## config.mk

```make
export PLATFORM = sky130hd
export DESIGN_NAME = ppd_top
export DESIGN_NICKNAME = d
export VERILOG_FILES = /design/src/logic/ppd_pkg.sv /design/src/logic/ppd_port_if.sv /design/src/logic/ppd_irq.sv /design/src/logic/ppd_port.sv /design/src/logic/ppd_top.sv
export SDC_FILE = /design/constraint.sdc
export NUM_CORES = 1
export LEC_CHECK = 0
export BUFFER_PORTS_ARGS = -buffer_cell sky130_fd_sc_hd__clkbuf_2
export CELL_PAD_IN_SITES_DETAIL_PLACEMENT = 1
export CELL_PAD_IN_SITES_GLOBAL_PLACEMENT = 1
export CORE_ASPECT_RATIO = 1.25
export CORE_MARGIN = 2
export CORE_UTILIZATION = 39
export DETAILED_ROUTE_END_ITERATION = 10
export PLACE_DENSITY = 0.93
export SLEW_MARGIN = 20
export SYNTH_ARGS = -nofsm -noshare
export SYNTH_HDL_FRONTEND = slang
export SYNTH_HIERARCHICAL = 1
export SYNTH_SLANG_ARGS = --single-unit
```

## constraint.sdc

```tcl
create_clock -name pclk -period 1.9 [get_ports pclk]
set_input_delay 0 -clock pclk [delete_from_list [all_inputs] [get_ports pclk]]
set_output_delay 0 -clock pclk [all_outputs]
set_load 0.02 [all_outputs]
```

## src/logic/ppd_pkg.sv

```systemverilog
package ppd_pkg;

    // Bus geometry
    localparam int APB_AW = 16;
    localparam int APB_DW = 32;

    // Port widths
    localparam int WIDE_W = 8;
    localparam int NARROW_W = 7;

    // Register indices; byte address is four times the index
    localparam logic [13:0] IDX_A_DATA = 14'h0000;
    localparam logic [13:0] IDX_B_DATA = 14'h0001;
    localparam logic [13:0] IDX_C_DATA = 14'h0002;
    localparam logic [13:0] IDX_D_DATA = 14'h0003;
    localparam logic [13:0] IDX_A_DIR = 14'h0004;
    localparam logic [13:0] IDX_B_DIR = 14'h0005;
    localparam logic [13:0] IDX_C_DIR = 14'h0006;
    localparam logic [13:0] IDX_D_DIR = 14'h0007;
    localparam logic [13:0] IDX_IRQ_STATUS = 14'h0010;
    localparam logic [13:0] IDX_IRQ_ENABLE = 14'h0011;
    localparam logic [13:0] IDX_IRQ_CLEAR = 14'h0012;
    localparam logic [13:0] IDX_B_OPTION = 14'h3ff0;

    // Fourth port sharing layout
    localparam int SCI_LSB = 0;
    localparam int SCI_W = 2;
    localparam int SPI_LSB = 2;
    localparam int SPI_W = 4;

    // Values after reset
    localparam logic [WIDE_W-1:0] DIR_RST = 8'h00;
    localparam logic [WIDE_W-1:0] PREV_PIN_RST = 8'hff;
    localparam logic [WIDE_W-1:0] OPT_RST = 8'h00;
    localparam logic [WIDE_W-1:0] IRQ_RST = 8'h00;
    localparam logic [APB_DW-1:0] RDATA_RST = 32'h0000_0000;

    // Index to byte address
    function automatic logic [APB_AW-1:0] ppd_addr(input logic [13:0] idx);
        ppd_addr = {idx, 2'b00};
    endfunction : ppd_addr

endpackage : ppd_pkg

```

## src/logic/ppd_port_if.sv

```systemverilog
`timescale 1ns/100ps
interface ppd_port_if #(parameter int W = 8);
    logic wr_data;
    logic wr_dir;
    logic [W-1:0] wdata;
    logic [W-1:0] rd_data;
    logic [W-1:0] dir;
    logic [W-1:0] latch;

    modport ctrl (output wr_data, output wr_dir, output wdata,
                  input rd_data, input dir, input latch);
    modport port (input wr_data, input wr_dir, input wdata,
                  output rd_data, output dir, output latch);
endinterface : ppd_port_if

```

## src/logic/ppd_irq.sv

```systemverilog
`timescale 1ns/100ps
module ppd_irq
    import ppd_pkg::*;
(
    input wire logic pclk,
    input wire logic presetn,
    input wire logic [7:0] event_in,
    input wire logic wr_enable,
    input wire logic wr_clear,
    input wire logic [7:0] wdata,
    output logic [7:0] status,
    output logic [7:0] enable,
    output logic irq
);

    logic [7:0] status_ff;
    logic [7:0] enable_ff;
    logic [7:0] nxt_status;

    // A new event wins over a clear in the same cycle
    assign nxt_status = (status_ff & ~(wr_clear ? wdata : IRQ_RST)) | event_in;

    always_ff @(posedge pclk or negedge presetn) begin
        if (!presetn) begin
            status_ff <= IRQ_RST;
            enable_ff <= IRQ_RST;
        end else begin
            status_ff <= nxt_status;
            if (wr_enable) begin
                enable_ff <= wdata;
            end
        end
    end

    assign status = status_ff;
    assign enable = enable_ff;
    assign irq = |(status_ff & enable_ff);

endmodule : ppd_irq

```

## src/logic/ppd_port.sv

```systemverilog
`timescale 1ns/100ps
module ppd_port
    import ppd_pkg::*;
#(
    parameter int W = 8
) (
    input wire logic pclk,
    input wire logic presetn,
    ppd_port_if.port bus,
    input wire logic dir_lock,
    input wire logic [W-1:0] pin_in,
    output logic [W-1:0] pin_out,
    output logic [W-1:0] pin_oe
);

    logic [W-1:0] dir_ff;
    logic [W-1:0] latch_ff;

    // Direction clears on reset so every pin comes up as input
    always_ff @(posedge pclk or negedge presetn) begin
        if (!presetn) begin
            dir_ff <= '0;
        end else if (bus.wr_dir && !dir_lock) begin
            dir_ff <= bus.wdata;
        end
    end

    // Data latch has no reset on purpose: its contents survive reset
    always_ff @(posedge pclk) begin
        if (bus.wr_data) begin
            latch_ff <= bus.wdata;
        end
    end

    // Lock also masks any direction left over from a mode change
    assign pin_oe = dir_ff & ~{W{dir_lock}};
    assign pin_out = latch_ff;
    assign bus.dir = pin_oe;
    assign bus.latch = latch_ff;
    assign bus.rd_data = (pin_oe & latch_ff) | (~pin_oe & pin_in);

endmodule : ppd_port

```

## src/logic/ppd_top.sv

```systemverilog
// How it works
// - Direction bit one drives the pin from its latch; zero leaves it input.
// - Reset clears every direction bit, so all pins become inputs.
// - Reset leaves data latches unchanged; power-up contents are undefined.
// - First port: data at index 0000, direction at index 0004.
// - Second port: data at index 0001, direction at index 0005.
// - Third port: data at index 0002, direction at index 0006.
// - Second port pin raises an interrupt only when its option bit allows.
// - Option enabled and pin an input switches on that pin's pull-up.
// - Second port interrupts follow the edge or edge-and-level sensitivity.
// - Fourth port is seven bits; input-only, direction locked, in compatibility.
// - Four fourth-port pins shared with SPI, two with SCI.
// - Reset disables serial drivers on the fourth port and clears direction.
// - Stop mode keeps pin levels and directions of the first three ports unchanged.
`timescale 1ns/100ps
module ppd_top
    import ppd_pkg::*;
(
    input wire logic pclk,
    input wire logic presetn,
    input wire logic psel,
    input wire logic penable,
    input wire logic pwrite,
    input wire logic [APB_AW-1:0] paddr,
    input wire logic [APB_DW-1:0] pwdata,
    output logic [APB_DW-1:0] prdata,
    output logic pready,
    output logic pslverr,
    input wire logic compatibility_configuration,
    input wire logic stop_mode,
    input wire logic irq_level_sense,
    input wire logic [WIDE_W-1:0] option_strap,
    input wire logic [WIDE_W-1:0] pa_in,
    output logic [WIDE_W-1:0] pa_out,
    output logic [WIDE_W-1:0] pa_oe,
    input wire logic [WIDE_W-1:0] pb_in,
    output logic [WIDE_W-1:0] pb_out,
    output logic [WIDE_W-1:0] pb_oe,
    output logic [WIDE_W-1:0] pb_pullup_en,
    input wire logic [WIDE_W-1:0] pc_in,
    output logic [WIDE_W-1:0] pc_out,
    output logic [WIDE_W-1:0] pc_oe,
    input wire logic [NARROW_W-1:0] pd_in,
    output logic [NARROW_W-1:0] pd_out,
    output logic [NARROW_W-1:0] pd_oe,
    input wire logic [SPI_W-1:0] spi_out,
    input wire logic [SPI_W-1:0] spi_oe,
    input wire logic [SCI_W-1:0] sci_out,
    input wire logic [SCI_W-1:0] sci_oe,
    output logic port_irq
);

    // Hazards and limitations of this block:
    // - Data latches carry no reset, so output pins read back unknown until written.
    // - Software should load a latch before raising its direction bit,
    //   otherwise the pin briefly shows stale data.
    // - A pulled-up interrupt pin should have its latch set to one before it
    //   turns from input to output, or the drop from the pull-up to the old
    //   latch level may look like a falling edge.
    // - The interrupt option is a strap, not a register; it is sampled every
    //   clock after reset, so a change shows one cycle later.
    // - Stop mode drops every register write rather than halting the clock,
    //   so the first three ports' pins and directions hold while the bus stays alive.
    // - The fourth port lock masks the output enable at once; a direction
    //   written before the lock comes back when the lock is released.
    // - Read data is caught in the setup cycle; a pin that moves between
    //   setup and access is seen with its setup value.
    // - The slave never inserts wait states; unmapped or unaligned accesses
    //   answer with an error and read as zero.

    // Interfaces to the four port slices
    ppd_port_if #(.W(WIDE_W)) if_a ();
    ppd_port_if #(.W(WIDE_W)) if_b ();
    ppd_port_if #(.W(WIDE_W)) if_c ();
    ppd_port_if #(.W(NARROW_W)) if_d ();

    logic [APB_DW-1:0] prdata_ff;
    logic [WIDE_W-1:0] opt_ff;
    logic [WIDE_W-1:0] pb_prev_ff;
    logic serial_live_ff;

    logic setup;
    logic access;
    logic wr_go;
    logic hit_a_data;
    logic hit_b_data;
    logic hit_c_data;
    logic hit_d_data;
    logic hit_a_dir;
    logic hit_b_dir;
    logic hit_c_dir;
    logic hit_d_dir;
    logic hit_status;
    logic hit_enable;
    logic hit_clear;
    logic hit_option;
    logic [SPI_W-1:0] spi_drv;
    logic [SCI_W-1:0] sci_drv;
    logic mapped;
    logic [APB_DW-1:0] rd_mux;
    logic [WIDE_W-1:0] irq_status;
    logic [WIDE_W-1:0] irq_enable;
    logic [WIDE_W-1:0] pb_event;
    logic [WIDE_W-1:0] pb_fall;
    logic [WIDE_W-1:0] pb_low;
    logic [NARROW_W-1:0] pd_port_out;
    logic [NARROW_W-1:0] pd_port_oe;
    logic [NARROW_W-1:0] serial_drv;
    logic [NARROW_W-1:0] serial_val;

    // Register map, one aligned word each, byte address four times index:
    //   first port data 0x0000, direction 0x0004
    //   second port data 0x0001, direction 0x0005
    //   third port data 0x0002, direction 0x0006
    //   fourth port data 0x0003, direction 0x0007
    //   interrupt status 0x0010, read only, sticky
    //   interrupt enable 0x0011, read and write
    //   interrupt clear 0x0012, write one to clear, reads zero
    //   second port interrupt option 0x3ff0, read only strap
    // Only the low eight bits of a word carry data; upper bits read zero.
    // Writes to read-only words are dropped quietly, with no error.

    // Full word match; a misaligned address never hits, so it errors
    function automatic logic ppd_hit(input logic [APB_AW-1:0] addr, input logic [13:0] want);
        ppd_hit = (addr == ppd_addr(want));
    endfunction : ppd_hit

    // Address decode: one aligned word per register
    assign hit_a_data = ppd_hit(paddr, IDX_A_DATA);
    assign hit_a_dir = ppd_hit(paddr, IDX_A_DIR);
    assign hit_b_data = ppd_hit(paddr, IDX_B_DATA);
    assign hit_b_dir = ppd_hit(paddr, IDX_B_DIR);
    assign hit_c_data = ppd_hit(paddr, IDX_C_DATA);
    assign hit_c_dir = ppd_hit(paddr, IDX_C_DIR);
    assign hit_d_data = ppd_hit(paddr, IDX_D_DATA);
    assign hit_d_dir = ppd_hit(paddr, IDX_D_DIR);
    assign hit_status = ppd_hit(paddr, IDX_IRQ_STATUS);
    assign hit_enable = ppd_hit(paddr, IDX_IRQ_ENABLE);
    assign hit_clear = ppd_hit(paddr, IDX_IRQ_CLEAR);
    assign hit_option = ppd_hit(paddr, IDX_B_OPTION);
    assign mapped = hit_a_data | hit_b_data | hit_c_data | hit_d_data
                  | hit_a_dir | hit_b_dir | hit_c_dir | hit_d_dir
                  | hit_status | hit_enable | hit_clear | hit_option;

    // APB phases; the slave never stalls
    assign setup = psel && !penable;
    assign access = psel && penable;
    assign pready = 1'b1;
    assign pslverr = access && !mapped;

    // Writes freeze in stop mode so pins keep their level and direction
    assign wr_go = access && pwrite && mapped && !stop_mode;

    // Write strobes into the port slices
    assign if_a.wr_data = wr_go && hit_a_data;
    assign if_a.wr_dir = wr_go && hit_a_dir;
    assign if_a.wdata = pwdata[WIDE_W-1:0];
    assign if_b.wr_data = wr_go && hit_b_data;
    assign if_b.wr_dir = wr_go && hit_b_dir;
    assign if_b.wdata = pwdata[WIDE_W-1:0];
    assign if_c.wr_data = wr_go && hit_c_data;
    assign if_c.wr_dir = wr_go && hit_c_dir;
    assign if_c.wdata = pwdata[WIDE_W-1:0];
    assign if_d.wr_data = wr_go && hit_d_data;
    assign if_d.wr_dir = wr_go && hit_d_dir;
    assign if_d.wdata = pwdata[NARROW_W-1:0];

    // Port slices
    ppd_port #(.W(WIDE_W)) u_port_a (
        .pclk(pclk),
        .presetn(presetn),
        .bus(if_a.port),
        .dir_lock(1'b0),
        .pin_in(pa_in),
        .pin_out(pa_out),
        .pin_oe(pa_oe)
    );

    ppd_port #(.W(WIDE_W)) u_port_b (
        .pclk(pclk),
        .presetn(presetn),
        .bus(if_b.port),
        .dir_lock(1'b0),
        .pin_in(pb_in),
        .pin_out(pb_out),
        .pin_oe(pb_oe)
    );

    ppd_port #(.W(WIDE_W)) u_port_c (
        .pclk(pclk),
        .presetn(presetn),
        .bus(if_c.port),
        .dir_lock(1'b0),
        .pin_in(pc_in),
        .pin_out(pc_out),
        .pin_oe(pc_oe)
    );

    // Fourth port is locked to input in the compatibility configuration
    ppd_port #(.W(NARROW_W)) u_port_d (
        .pclk(pclk),
        .presetn(presetn),
        .bus(if_d.port),
        .dir_lock(compatibility_configuration),
        .pin_in(pd_in),
        .pin_out(pd_port_out),
        .pin_oe(pd_port_oe)
    );

    // Serial units take over their pins only once reset has released
    // Gating per unit keeps the drivers off through reset and one edge after
    assign spi_drv = spi_oe & {SPI_W{serial_live_ff}};
    assign sci_drv = sci_oe & {SCI_W{serial_live_ff}};
    // Top pin of the fourth port is never shared
    assign serial_drv = {1'b0, spi_drv, sci_drv};
    assign serial_val = {1'b0, spi_out, sci_out};
    assign pd_oe = pd_port_oe | serial_drv;
    assign pd_out = (serial_drv & serial_val) | (~serial_drv & pd_port_out);

    // Pull-ups on second port where the option is on and the pin is input
    assign pb_pullup_en = opt_ff & ~pb_oe;

    // Events: falling edge always, low level too when level sense is on
    assign pb_fall = pb_prev_ff & ~pb_in;
    assign pb_low = ~pb_in & {WIDE_W{irq_level_sense}};
    assign pb_event = opt_ff & (pb_fall | pb_low);

    ppd_irq u_irq (
        .pclk(pclk),
        .presetn(presetn),
        .event_in(pb_event),
        .wr_enable(wr_go && hit_enable),
        .wr_clear(wr_go && hit_clear),
        .wdata(pwdata[WIDE_W-1:0]),
        .status(irq_status),
        .enable(irq_enable),
        .irq(port_irq)
    );

    // Read selection; the clear register reads as zero
    always_comb begin
        rd_mux = RDATA_RST;
        case (1'b1)
            hit_a_data: rd_mux[WIDE_W-1:0] = if_a.rd_data;
            hit_b_data: rd_mux[WIDE_W-1:0] = if_b.rd_data;
            hit_c_data: rd_mux[WIDE_W-1:0] = if_c.rd_data;
            hit_d_data: rd_mux[NARROW_W-1:0] = if_d.rd_data;
            hit_a_dir: rd_mux[WIDE_W-1:0] = if_a.dir;
            hit_b_dir: rd_mux[WIDE_W-1:0] = if_b.dir;
            hit_c_dir: rd_mux[WIDE_W-1:0] = if_c.dir;
            hit_d_dir: rd_mux[NARROW_W-1:0] = if_d.dir;
            hit_status: rd_mux[WIDE_W-1:0] = irq_status;
            hit_enable: rd_mux[WIDE_W-1:0] = irq_enable;
            hit_option: rd_mux[WIDE_W-1:0] = opt_ff;
            default: rd_mux = RDATA_RST;
        endcase
    end

    // Read data caught in the setup cycle, steady through the access cycle
    always_ff @(posedge pclk or negedge presetn) begin
        if (!presetn) begin
            prdata_ff <= RDATA_RST;
        end else if (setup && !pwrite) begin
            prdata_ff <= rd_mux;
        end
    end
    assign prdata = prdata_ff;

    // Option strap is sampled after release, never under reset;
    // pull-ups and interrupts therefore stay off while reset is low
    always_ff @(posedge pclk or negedge presetn) begin
        if (!presetn) begin
            opt_ff <= OPT_RST;
        end else begin
            opt_ff <= option_strap;
        end
    end

    // Previous pin level; reset to the idle high level so that no
    // false falling edge is seen on the first edge after release
    always_ff @(posedge pclk or negedge presetn) begin
        if (!presetn) begin
            pb_prev_ff <= PREV_PIN_RST;
        end else begin
            pb_prev_ff <= pb_in;
        end
    end

    // Serial units may drive only from the first edge after release
    always_ff @(posedge pclk or negedge presetn) begin
        if (!presetn) begin
            serial_live_ff <= 1'b0;
        end else begin
            serial_live_ff <= 1'b1;
        end
    end

endmodule : ppd_top

```

After elaboration in Yosys (flattened, before gate mapping)
Cells that the tools add are included.
{ "totals": {"register_bits": 103, "latch_bits": 0, "ramBits": 0, "rom_bits": 0, "inputBits": 107, "output_inout_bits": 105, "word_cells": 119, "mem_count": 0} }
{ "op_classes": {"addsub": 0, "mul": 0, "n_div": 0, "magnitude_cmp": 0, "eq_ne": 11, "n_shift": 0, "n_mux": 23, "bitwise_logic": 46, "reduce_logical": 25} }
{ "op_table": {"columns": ["op", "count"], "rows": [
  ["AND 8 bit", 12],
  ["two-way mux 7 bit", 11],
  ["== test 16 x 5 -> 1 bit, second input constant", 4],
  ["== test 16 x 7 -> 1 bit, second input constant", 3],
  ["NOT 8 bit", 5],
  ["bitwise OR 8 bit", 5],
  ["== test 16 x 4 -> 1 bit, second input constant", 2],
  ["AND 7 bit", 4],
  ["logical AND 1 bit", 18],
  ["== test 16 bit, second input constant", 1],
  ["== test 16 x 3 -> 1 bit, second input constant", 1],
  ["zero test 16 bit", 1],
  ["NOT 7 bit", 2],
  ["two-way mux 1 bit", 11],
  ["bitwise OR 1 bit", 11],
  ["two-way mux 8 bit", 1],
  ["OR reduction 8 bit", 1],
  ["NOT 6 -> 7 bit", 1],
  ["bitwise OR 6 x 7 -> 7 bit", 1],
  ["bitwise OR 7 x 6 -> 7 bit", 1],
  ["bitwise OR 7 bit", 1],
  ["AND 6 bit", 1],
  ["zero test 1 bit", 5],
  ["AND 4 bit", 1],
  ["AND 2 bit", 1]
]} }

Depth between registers and ports, before layout
Gate-level depths: netlist of run 1.
{ "depth": {"word_depth": 19, "depth_mapped": 11} }

By module
The synthesis of run 1 kept the hierarchy.
{ "modules_own_cells": {"columns": ["mod", "instances", "cells_each", "area_each_um2", "seq_area_each_um2"], "rows": [
  ["ppd_port (u_port_a ...)", 3, 58, 807.0, 440.4],
  ["ppd_top", 1, 313, 2403.6, 635.6],
  ["ppd_port (u_port_d)", 1, 51, 706.9, 385.4],
  ["ppd_irq", 1, 47, 663.1, 400.4]
]} }

Worst setup path after synthesis of run 1
OpenSTA, ideal clock, no wires.
{ "synth_path": {"path_kind": "input-to-reg", "startpoint": "input port paddr[2]", "endpoint": "register u_port_c.latch_ff[0], in the netlist u_port_c/bus.latch[0] (enable)", "arrival_time_ps": 2188, "t_required_ps": 1517, "path_slack_ps": -671, "stages": 8, "path_buffers": 2, "path_cell_list": "clkbuf_1 or4_1 clkbuf_1 nor4_2 a21oi_1 o21ai_1 nand2_1 nor3_1"} }
{ "synth_between": {"elab_chain_len": 15, "elab_cells_between_ends": 26, "cone_classes": "eq/ne (11); bitwise (11); reduce/logical (4)"} }
{ "synth_lines": {"columns": ["element", "line", "source"], "rows": [
  ["start: declaration", "ppd_top.sv:24", "input wire logic [APB_AW-1:0] paddr,"],
  ["== test 16 x 3 -> 1 bit or zero test 16 bit (tied branches)", "ppd_top.sv:125", "ppd_hit = (addr == ppd_addr(want));"],
  ["bitwise OR 1 bit (3 in series)", "ppd_top.sv:141", "assign mapped = hit_a_data | hit_b_data | hit_c_data | hit_d_data"],
  ["bitwise OR 1 bit (4 in series)", "ppd_top.sv:142", "| hit_a_dir | hit_b_dir | hit_c_dir | hit_d_dir"],
  ["bitwise OR 1 bit (4 in series)", "ppd_top.sv:143", "| hit_status | hit_enable | hit_clear | hit_option;"],
  ["logical AND 1 bit (2 in series)", "ppd_top.sv:152", "assign wr_go = access && pwrite && mapped && !stop_mode;"],
  ["logical AND 1 bit *", "ppd_top.sv:161", "assign if_c.wr_data = wr_go && hit_c_data;"],
  ["named net if_c.wr_data", "ppd_port_if.sv:3", "logic wr_data;"],
  ["end signal: assignment", "ppd_port.sv:31", "latch_ff <= bus.wdata;"],
  ["end: declaration", "ppd_port.sv:17", "logic [W-1:0] latch_ff;"]
]} }
Mark *: on every way through the listed nets, which the timed path passes. The rest lies on a longest branch.
A chain may end at the register's enable or synchronous reset.

Worst setup path after layout of run 1
{ "layout_path": {"startpoint": "input port paddr[13]", "endpoint": "register u_irq.status_ff[3], in the netlist u_irq/status[3]"} }
{ "layout_between": {"elab_chain_len": 19, "elab_cells_between_ends": 30, "cone_classes": "eq/ne (11); mux (1); bitwise (14); reduce/logical (4)"} }
{ "layout_lines": {"columns": ["element", "line", "source"], "rows": [
  ["== test 16 x 3 -> 1 bit or zero test 16 bit (tied branches)", "ppd_top.sv:125", null],
  ["bitwise OR 1 bit (3 in series)", "ppd_top.sv:141", null],
  ["bitwise OR 1 bit (4 in series)", "ppd_top.sv:142", null],
  ["bitwise OR 1 bit (4 in series)", "ppd_top.sv:143", null],
  ["logical AND 1 bit (2 in series)", "ppd_top.sv:152", null],
  ["logical AND 1 bit *", "ppd_top.sv:233", ".wr_clear(wr_go && hit_clear),"],
  ["two-way mux 8 bit *", "ppd_irq.sv:21", "assign nxt_status = (status_ff & ~(wr_clear ? wdata : IRQ_RST)) | event_in;"],
  ["NOT 8 bit *", "ppd_irq.sv:21", null],
  ["AND 8 bit *", "ppd_irq.sv:21", null],
  ["bitwise OR 8 bit *", "ppd_irq.sv:21", null],
  ["named net u_irq.nxt_status[3]", "ppd_irq.sv:18", "logic [7:0] nxt_status;"],
  ["end signal: assignment", "ppd_irq.sv:28", "status_ff <= nxt_status;"],
  ["end: declaration", "ppd_irq.sv:16", "logic [7:0] status_ff;"]
]} }
Marks and branches as above.

==> results of run 1 <==
layout make-up:
| cell class | count | area (sq um) |
|---|---|---|
| fillers | 1818 | 7640 |
| multi-input cells | 423 | 3010 |
| flip-flops and latches | 103 | 2740 |
| repair buffers | 259 | 1610 |
| well taps | 212 | 265 |
| clock buffers | 11 | 254 |
| clock inverters | 5 | 38.8 |
| inverters | 3 | 11.3 |
| diodes | 1 | 2.50 |
how the worst max path moves through the flow:
stage,startpoint,to,slack (ns),depth (start not counted)
global placement,paddr[13],prdata[3],-0.47,8
finish,paddr[13],u_irq/status[3],-0.07,11
global route,paddr[13],u_irq/status[3],-0.11,11
CTS,paddr[13],u_port_c/dir_ff[7],0.002,10
detailed placement,paddr[13],u_port_c/dir_ff[7],-0.52,10
floorplan,paddr[2],u_port_c/dir_ff[0],-0.29,11
routing by layer:
metal / part of all wire, % / GRT usage [%]
met5: 0 / 0
met4: 5.6 / 13.2
met2: 49 / 46.1
met3: 7.1 / 4.18
met1: 38 / 34.2
power groups by stage:
stage                     logic, mW  registers [mW]  clock network (mW)
after floorplan               0.321            2.43                   0
after global placement        0.633            2.41                   0
after detailed placement      0.650            2.41                   0
after CTS                     0.689            2.37                1.87
after global routing          0.756            2.37                1.96
final                         0.709            2.37                1.87
worst max-delay path, cell delays in order:
cell	delay [ns]
clkbuf_2	0.09
or4_4	0.58
nor3_4	0.20
nand2_1	0.09
o21ai_2	0.17
nand2_2	0.12
buf_4	0.18
nor4_2	0.21
buf_4	0.25
nand2_1	0.11
a21o_1	0.20
logic make-up (layout without fill, tap and decap cells):
family	after synthesis	after routing	share of synthesized area (%)
AO/OA/AOI/OAI	105	105	11.1
buffers and inverters	110	278	12.5
flip-flops	103	103	44.3
multiplexers	81	81	15.1
other	2	54	0.121
AND/OR/NAND/NOR	184	184	16.9
cells in the mapped netlist (2+ instances only):
library cell and instances:
nand2b_1 10, a32o_1 4, nor2_1 31, mux2i_1 5
a21o_1 9, or4_1 4, a211oi_1 2, nor4_2 3
clkbuf_1 7, nand4_1 2, nor3b_1 10, edfxtp_1 31
o2bb2ai_1 5, mux2_4 8, a32oi_1 2, a31oi_1 3
buf_2 8, clkinv_1 2, conb_1 2, a21oi_1 23
o21ai_0 16, dfrtp_1 64, buf_4 87, and2b_1 15
nand2_1 47, a22oi_1 10, nand4b_1 2, nor4b_2 2
nor2b_1 33, or2_2 2, dfstp_2 8, nor4_1 5
mux2_2 68, o22a_1 3, nand3_1 4, nor3_1 6
o22ai_1 20, o21a_1 3
metrics by stage:
step           setup WS (ns)  TNS (ns)  cell area, sq um  utilization, %  power (mW)
2_1_floorplan         -0.286    -10.05              6470               -        2.75
3_3_place_gp          -0.467    -22.18              7360            47.3        3.05
3_5_place_dp          -0.521    -27.54              7360            47.3        3.06
4_1_cts              0.00225         0              7850            50.4        4.93
5_1_grt               -0.108     -1.36              7920            50.9        5.09
6_report             -0.0746    -0.125              7930            50.9        4.96
timing repair:
action | 4_1_cts | 5_1_grt
endpoints found under the hold margin | 86 | 0
resized for setup | 9 | 18
buffers inserted | 0 | 1
hold buffers | 17 | 0
endpoints found under the setup margin | 43 | 47
pin swaps | 0 | 6
==> results.cfg, run 1 <==
[outcome]
status = finished with violations
failed_checks = setup timing

[yosys]
synthCells = 585
synthArstFlopShare_pct = 69.9
syn_area_sq_mm = 0.00619
ys_seq_area_share_pct = 44.3
synth_area_leaders = dfrtp_1, edfxtp_1, mux2_2, buf_4, dfstp_2
synth-edff-count = 31
synth.distinct_cells = 57
ys_seq_elements = 103
synth_top_area_cell = dfrtp_1
ys.flop_type = dfrtp_1
syn_avg_cell_area_sq_um = 10.6
yosys_warnings = 6
netlist.area_leader.share_pct = 25.9

[clock_network]
cts_tree = done
clk_pin_slew_ns = 0.08
cts_buffers = 9
insertion_delay_ns = 0.36
cts_htree_levels = 3
clock_sinks = 103
clockBufferDepth = 2
root_buffer = clkbuf_16

[worst_hold_path]
min_to = u_port_a/bus.latch[7]
hold_path.class = input pin to flop
worst_hold_path.num_cells = 1
hp-start = pwdata[7]

[worst_setup_path]
regToRegEndpoint = prdata[5]
crit_path_end_kind = flop
start_kind = input pin
regToRegSetupSlack_ns = 0.07
critPathMaxFanout = 8
reg2regPathDepth = 7
cp_data_required_time_ns = 2.14
path_class = input pin to flop
rr_startpoint = u_port_b/dir_ff[5]
cp.arrival_ns = 2.22

[floorplan]
die_h_um = 145
initial_core_util_pct = 39.8
core_area_sq_mm = 0.0156
die_area_sq_mm = 0.0169
ios = 212
die_x_um = 117
rows = 51

[global_route]
grt_max_degree = 73
grtUsageTotal_pct = 27.5
grt_pass1_wl_um = 34600
grt_pass1_vias = 5879
antenna_found_initial = 1
grt_overflow = 0

[power_and_ir_drop]
total_leakage_power_nw = 3.61
powerDensity_mw_per_mm2 = 625
power_frac_clock_pct = 37.8
swShare_pct = 27.6
comb_power_share_pct = 14.3
ir_drop_mv = 0.394
p_switching_mw = 1.37
pwr-share-seq_pct = 47.9
intPower_mw = 3.59

[timing]
hold_ws_ns = 0.0374
setup_violations = 5
fin_crit_ns = 1.97
rsz0062_at_grt = yes
clock_skew_ns = 0.0116
drv_slew = 0
setup_slack_ns = -0.0746
min_period_over_period_pct = 104
clock.fmax_mhz = 506
hold_viol = 0

[routing]
drt_wl_total_um = 23900
wl_per_cell_um = 23.5
vias = 5635
first_iter_violations = 419
detail-route-antenna-nets = 0
dr.pass1.iters = 6
via_per_inst = 5.54
drc = 0

[finish]
drive_gt1_share_pct = 46.6
final_cell_mix = clkbuf_2, buf_4, dfrtp_1
fin_nets = 906
area_delta_synth_final_pct = 28.0
final_common_cell = clkbuf_2
instances_no_fill = 1017

[place]
port_buffers = 162
dp_cells = 982
place.gp.congestion = 0.985
hpwl_um = 17200

[run]
cap_violations = 0
(Power assumes the default switching activity.)
==> inputs of run 2 (changes only) <==
- PLACE_DENSITY: 0.93 -> not set
- PLACE_DENSITY_LB_ADDON: not set -> 0.1
==> run 2 against run 1 <==
The run now ends clean. Clock-buffer cell count is the same. Clock power is essentially flat. Sequential power is essentially flat. Flip-flop and latch count is the same. Clock skew grew 0.0048 ns. Utilization grew 0.37 points. Highest routed layer unchanged.
==> results.cfg, run 2 (same netlist as run 1, synthesis figures left out) <==
[clock_network]
clockBufferDepth = 2
cts_tree = done
clk_pin_slew_ns = 0.07
root_buffer = clkbuf_16
cts_htree_levels = 3
cts_buffers = 9
clock_sinks = 103
insertion_delay_ns = 0.37

[worst_hold_path]
hp-start = pwdata[7]
hold_path.class = input pin to flop
min_to = u_port_c/bus.latch[7]
worst_hold_path.num_cells = 1

[timing]
drv_slew = 0
clock.fmax_mhz = 534
fin_crit_ns = 1.87
clock_skew_ns = 0.0164
min_period_over_period_pct = 98.5
rsz0062_at_grt = yes
setup_violations = 0
hold_viol = 0

[floorplan]
core_area_sq_mm = 0.0156
die_x_um = 117
initial_core_util_pct = 39.8
die_area_sq_mm = 0.0169
die_h_um = 145
rows = 51
ios = 212

[worst_setup_path]
critPathMaxFanout = 5
path_class = input pin to flop
reg2regPathDepth = 6
crit_path_end_kind = flop
rr_startpoint = u_port_c/dir_ff[5]
cp_data_required_time_ns = 2.18
cp.arrival_ns = 2.15
path_delay_family = simple AND/OR/NAND/NOR gates
start_kind = input pin
slowest_stage = or4_4
critPathMaxStageDelay_ns = 0.56
path_buf_inv = 2
path_common_cell = or4_4
worstPathCellList = clkbuf_2 -> or4_4 -> buf_4 -> or3_4 -> or4_4 -> a21oi_4 -> nor2_1 -> a21oi_1
regToRegSetupSlack_ns = 0.10
regToRegEndpoint = prdata[5]

[place]
place.gp.congestion = 0.898
dp_cells = 988
port_buffers = 162
placed_area_sq_mm = 0.00740
hpwl_um = 17900

[power_and_ir_drop]
ir_drop_mv = 0.523
powerDensity_mw_per_mm2 = 622
total_leakage_power_nw = 3.63

[finish]
final_cell_mix = clkbuf_2, buf_4, dfrtp_1
n_antenna_cell = 0
drive_gt1_share_pct = 46.7
design_area_sq_mm = 0.00798
instances_no_fill = 1021
fin_nets = 911
final_common_cell = clkbuf_2
area_delta_synth_final_pct = 28.9
fillCellCount = 1839
fin_util_pct = 51.3

[routing]
detail-route-antenna-nets = 0
vias = 5234
wl_per_cell_um = 22.4
first_iter_violations = 240
drc = 0
dr.pass1.iters = 4
drt_wl_total_um = 22900
via_per_inst = 5.13

[outcome]
status = finished clean

[global_route]
grt_max_degree = 42
grt_overflow = 0
antenna_found_initial = 0
grtUsageTotal_pct = 27.4
grt_pass1_wl_um = 33900
grt_pass1_vias = 5658

[run]
cap_violations = 0
run 2: worst max-delay path by stage:
stage	startpoint	endpoint	slack, ns	cells past startpoint
final	paddr[9]	prdata[7]	0.03	8
after global routing	paddr[9]	u_irq/enable[5]	-0.04	10
after CTS	paddr[13]	u_port_c/dir_ff[5]	0.005	10
after detailed placement	paddr[13]	prdata[0]	-0.57	8
after global placement	paddr[13]	prdata[3]	-0.60	8
after floorplan	paddr[2]	u_port_c/dir_ff[0]	-0.29	11
run 2: through the flow:
| stage | worst slack (ns) | setup TNS (ns) | hold WS (ns) | power [mW] |
|---|---|---|---|---|
| 4_1_cts | 0.00506 | 0 | 0.0500 | 5.00 |
| 5_1_grt | -0.0398 | -0.414 | 0.0566 | 5.14 |
| 6_report | 0.0290 | 0 | 0.0673 | 4.97 |
| 3_3_place_gp | -0.603 | -23.58 | -0.0258 | 3.06 |
| 2_1_floorplan | -0.286 | -10.05 | -0.296 | 2.75 |
| 3_5_place_dp | -0.571 | -24.89 | -0.0197 | 3.07 |
run 2: cell type report:
type | instances | area (sq um) | area share (%)
Multi-Input combinational cell | 423 | 3030 | 37.9
Clock inverter | 5 | 46.3 | 0.580
Clock buffer | 11 | 254 | 3.18
Timing Repair Buffer | 264 | 1640 | 20.5
Tap cell | 212 | 265 | 3.32
Sequential cell | 103 | 2740 | 34.4
Inverter | 3 | 11.3 | 0.141
run 2: metal layers:
| layer | vias to the layer above | track usage [%] | part of all wire [%] |
|---|---|---|---|
| li1 | 2392 | - | - |
| met1 | 2640 | 35.2 | 43 |
| met2 | 172 | 46.5 | 50 |
| met3 | 30 | 4.47 | 4.9 |
| met4 | 0 | 9.00 | 2.3 |
| met5 | - | 0 | 0 |
run 2: what timing repair did:
action / CTS / global route
setup endpoints to repair: 20 / 49
endpoints found under the hold margin: 39 / 0
pin swaps: 1 / 7
setup buffers: 0 / 0
hold buffers: 17 / 0
resized for setup: 9 / 22
gates cloned: 0 / 0
run 2: where the power goes:
| group | total, mW | switching, mW | leakage [nW] | internal [mW] |
|---|---|---|---|---|
| Sequential | 2.37 | 0.0339 | 1.18 | 2.33 |
| Combinational | 0.698 | 0.422 | 2.31 | 0.275 |
| Clock | 1.90 | 0.907 | 0.148 | 0.994 |
| Total | 4.97 | 1.36 | 3.63 | 3.60 |
==> inputs of run 3 (changes only) <==
- GPL_ROUTABILITY_DRIVEN: not set -> 0
- PLACE_DENSITY_LB_ADDON: 0.1 -> 0.08
==> run 3 against run 2 <==
Global-route usage decreased by 2.3 points. Power decreased by 2.3%. Clock power shrank 5%. Sequential power is essentially flat. Largest power group unchanged.
==> results.cfg, run 3 (same netlist as run 1, synthesis figures left out) <==
[outcome]
status = finished clean

[timing]
clock_skew_ns = 0.00779
fin_crit_ns = 1.89
relSlewSlack_pct = 66.4
setup_slack_ns = 0.00998
worstMarginPinSlew_ns = 0.503
hold_viol = 0
drv_slew = 0
clock.fmax_mhz = 529
setup_violations = 0
min_period_over_period_pct = 99.5

[finish]
area_delta_synth_final_pct = 28.2
final_cell_mix = clkbuf_2, buf_4, dfrtp_1
fin_nets = 907
design_area_sq_mm = 0.00794
fillCellCount = 1838
n_antenna_cell = 0
instances_no_fill = 1017
final_common_cell = clkbuf_2
fin_util_pct = 51.0
drive_gt1_share_pct = 46.5

[place]
placed_area_sq_mm = 0.00735
dp_slack_ns = -0.574
dp_cells = 981
hpwl_um = 16500
port_buffers = 162

[worst_setup_path]
cp.arrival_ns = 2.16
crit_start = paddr[9]
path_class = input pin to flop
critPathMaxFanout = 5
rr_startpoint = u_port_b/dir_ff[5]
cp_data_required_time_ns = 2.17
reg2regPathDepth = 6
start_kind = input pin
crit_path_end_kind = flop

[clock_network]
cts_buffers = 9
clock_sinks = 103
insertion_delay_ns = 0.35
clk_pin_slew_ns = 0.07
cts_tree = done
clockBufferDepth = 2
root_buffer = clkbuf_16
cts_htree_levels = 3

[floorplan]
die_h_um = 145
core_area_sq_mm = 0.0156
die_area_sq_mm = 0.0169
rows = 51
ios = 212
die_x_um = 117
initial_core_util_pct = 39.8

[routing]
first_iter_violations = 344
drt_wl_total_um = 21500
vias = 5278
drc = 0
via_per_inst = 5.19
detail-route-antenna-nets = 0
wl_per_cell_um = 21.1
dr.pass1.iters = 5

[worst_hold_path]
hp-start = pwdata[7]
worst_hold_path.num_cells = 1
hold_path.class = input pin to flop

[power_and_ir_drop]
powerDensity_mw_per_mm2 = 611
total_leakage_power_nw = 3.63
swShare_pct = 27.7
power_frac_clock_pct = 37.1
pwr-share-seq_pct = 48.8
ir_drop_mv = 0.427
p_switching_mw = 1.34
comb_power_share_pct = 14.1
intPower_mw = 3.51
p_total_mw = 4.85

[global_route]
antenna_found_initial = 0
grt_pass1_wl_um = 31900
grt_pass1_vias = 5527
grt_overflow = 0
grtUsageTotal_pct = 25.1
grt_max_degree = 73

[run]
cap_violations = 0
run 3: cell count changes in the layout (fill, tap and decap cells not counted), moves of 2 or more:
cell      previous run  this run
mux2_4              23        21
nor2b_2              3         0
mux2_2              53        55
buf_4               82        78
a21oi_2              0         2
nor2b_1             30        32
clkinv_2             0         2
run 3: area by class of cell:
type                    count  area (sq um)  share of cell area [%]
multi-input cells         423          3030                    38.1
flip-flops and latches    103          2740                    34.5
repair buffers            260          1610                    20.3
well taps                 212           265                    3.34
clock buffers               9           225                    2.84
clock inverters             7          55.1                   0.693
inverters                   3          11.3                   0.142
run 3: power by group through the flow:
stage / logic [mW] / clock network (mW) / registers, mW
detailed placement: 0.647 / 0 / 2.41
global route: 0.743 / 1.91 / 2.37
global placement: 0.637 / 0 / 2.41
finish: 0.685 / 1.80 / 2.37
CTS: 0.682 / 1.83 / 2.37
floorplan: 0.321 / 0 / 2.43
run 3: worst max-delay path: stages:
cell,delay (ns)
clkbuf_2,0.10
or4_4,0.57
buf_4,0.18
or3_4,0.41
or4_4,0.50
a21oi_2,0.18
nor2_1,0.08
a21oi_1,0.14
run 3: final timing paths:
kind | slack [ns] | end
setup / recovery | 0.01 | prdata[7]
hold / removal | 0.04 | u_port_a/bus.latch[7]
setup reg to reg | 0.06 | prdata[5]
hold reg to reg | 0.50 | u_port_b/dir_ff[5]
max in group asynchronous | 1.30 | pb_prev_ff[4]
min in group asynchronous | 0.17 | serial_live_ff
run 3: through the flow:
step | TNS (ns) | hold WS (ns)
2_1_floorplan | -10.05 | -0.296
3_3_place_gp | -22.41 | 0.0545
3_5_place_dp | -26.92 | 0.0601
4_1_cts | 0 | 0.0493
5_1_grt | -0.295 | 0.0538
6_report | 0 | 0.0398
run 3: per-layer routing:
layer | part of all wire, % | vias to the layer above | track usage (%) | wire length (um)
li1 | - | 2393 | - | -
met1 | 42 | 2633 | 33.7 | 8940
met2 | 51 | 231 | 43.0 | 10900
met3 | 6.1 | 21 | 2.76 | 1320
met4 | 1.5 | 0 | 6.12 | 318
met5 | 0 | - | 0 | 0
run 3: what timing repair did:
item | 4_1_cts | 5_1_grt
pin swaps | 2 | 4
setup buffers | 0 | 3
resized for setup | 9 | 22
hold buffers | 17 | 0
setup endpoints to repair | 44 | 35
hold endpoints to repair | 83 | 0
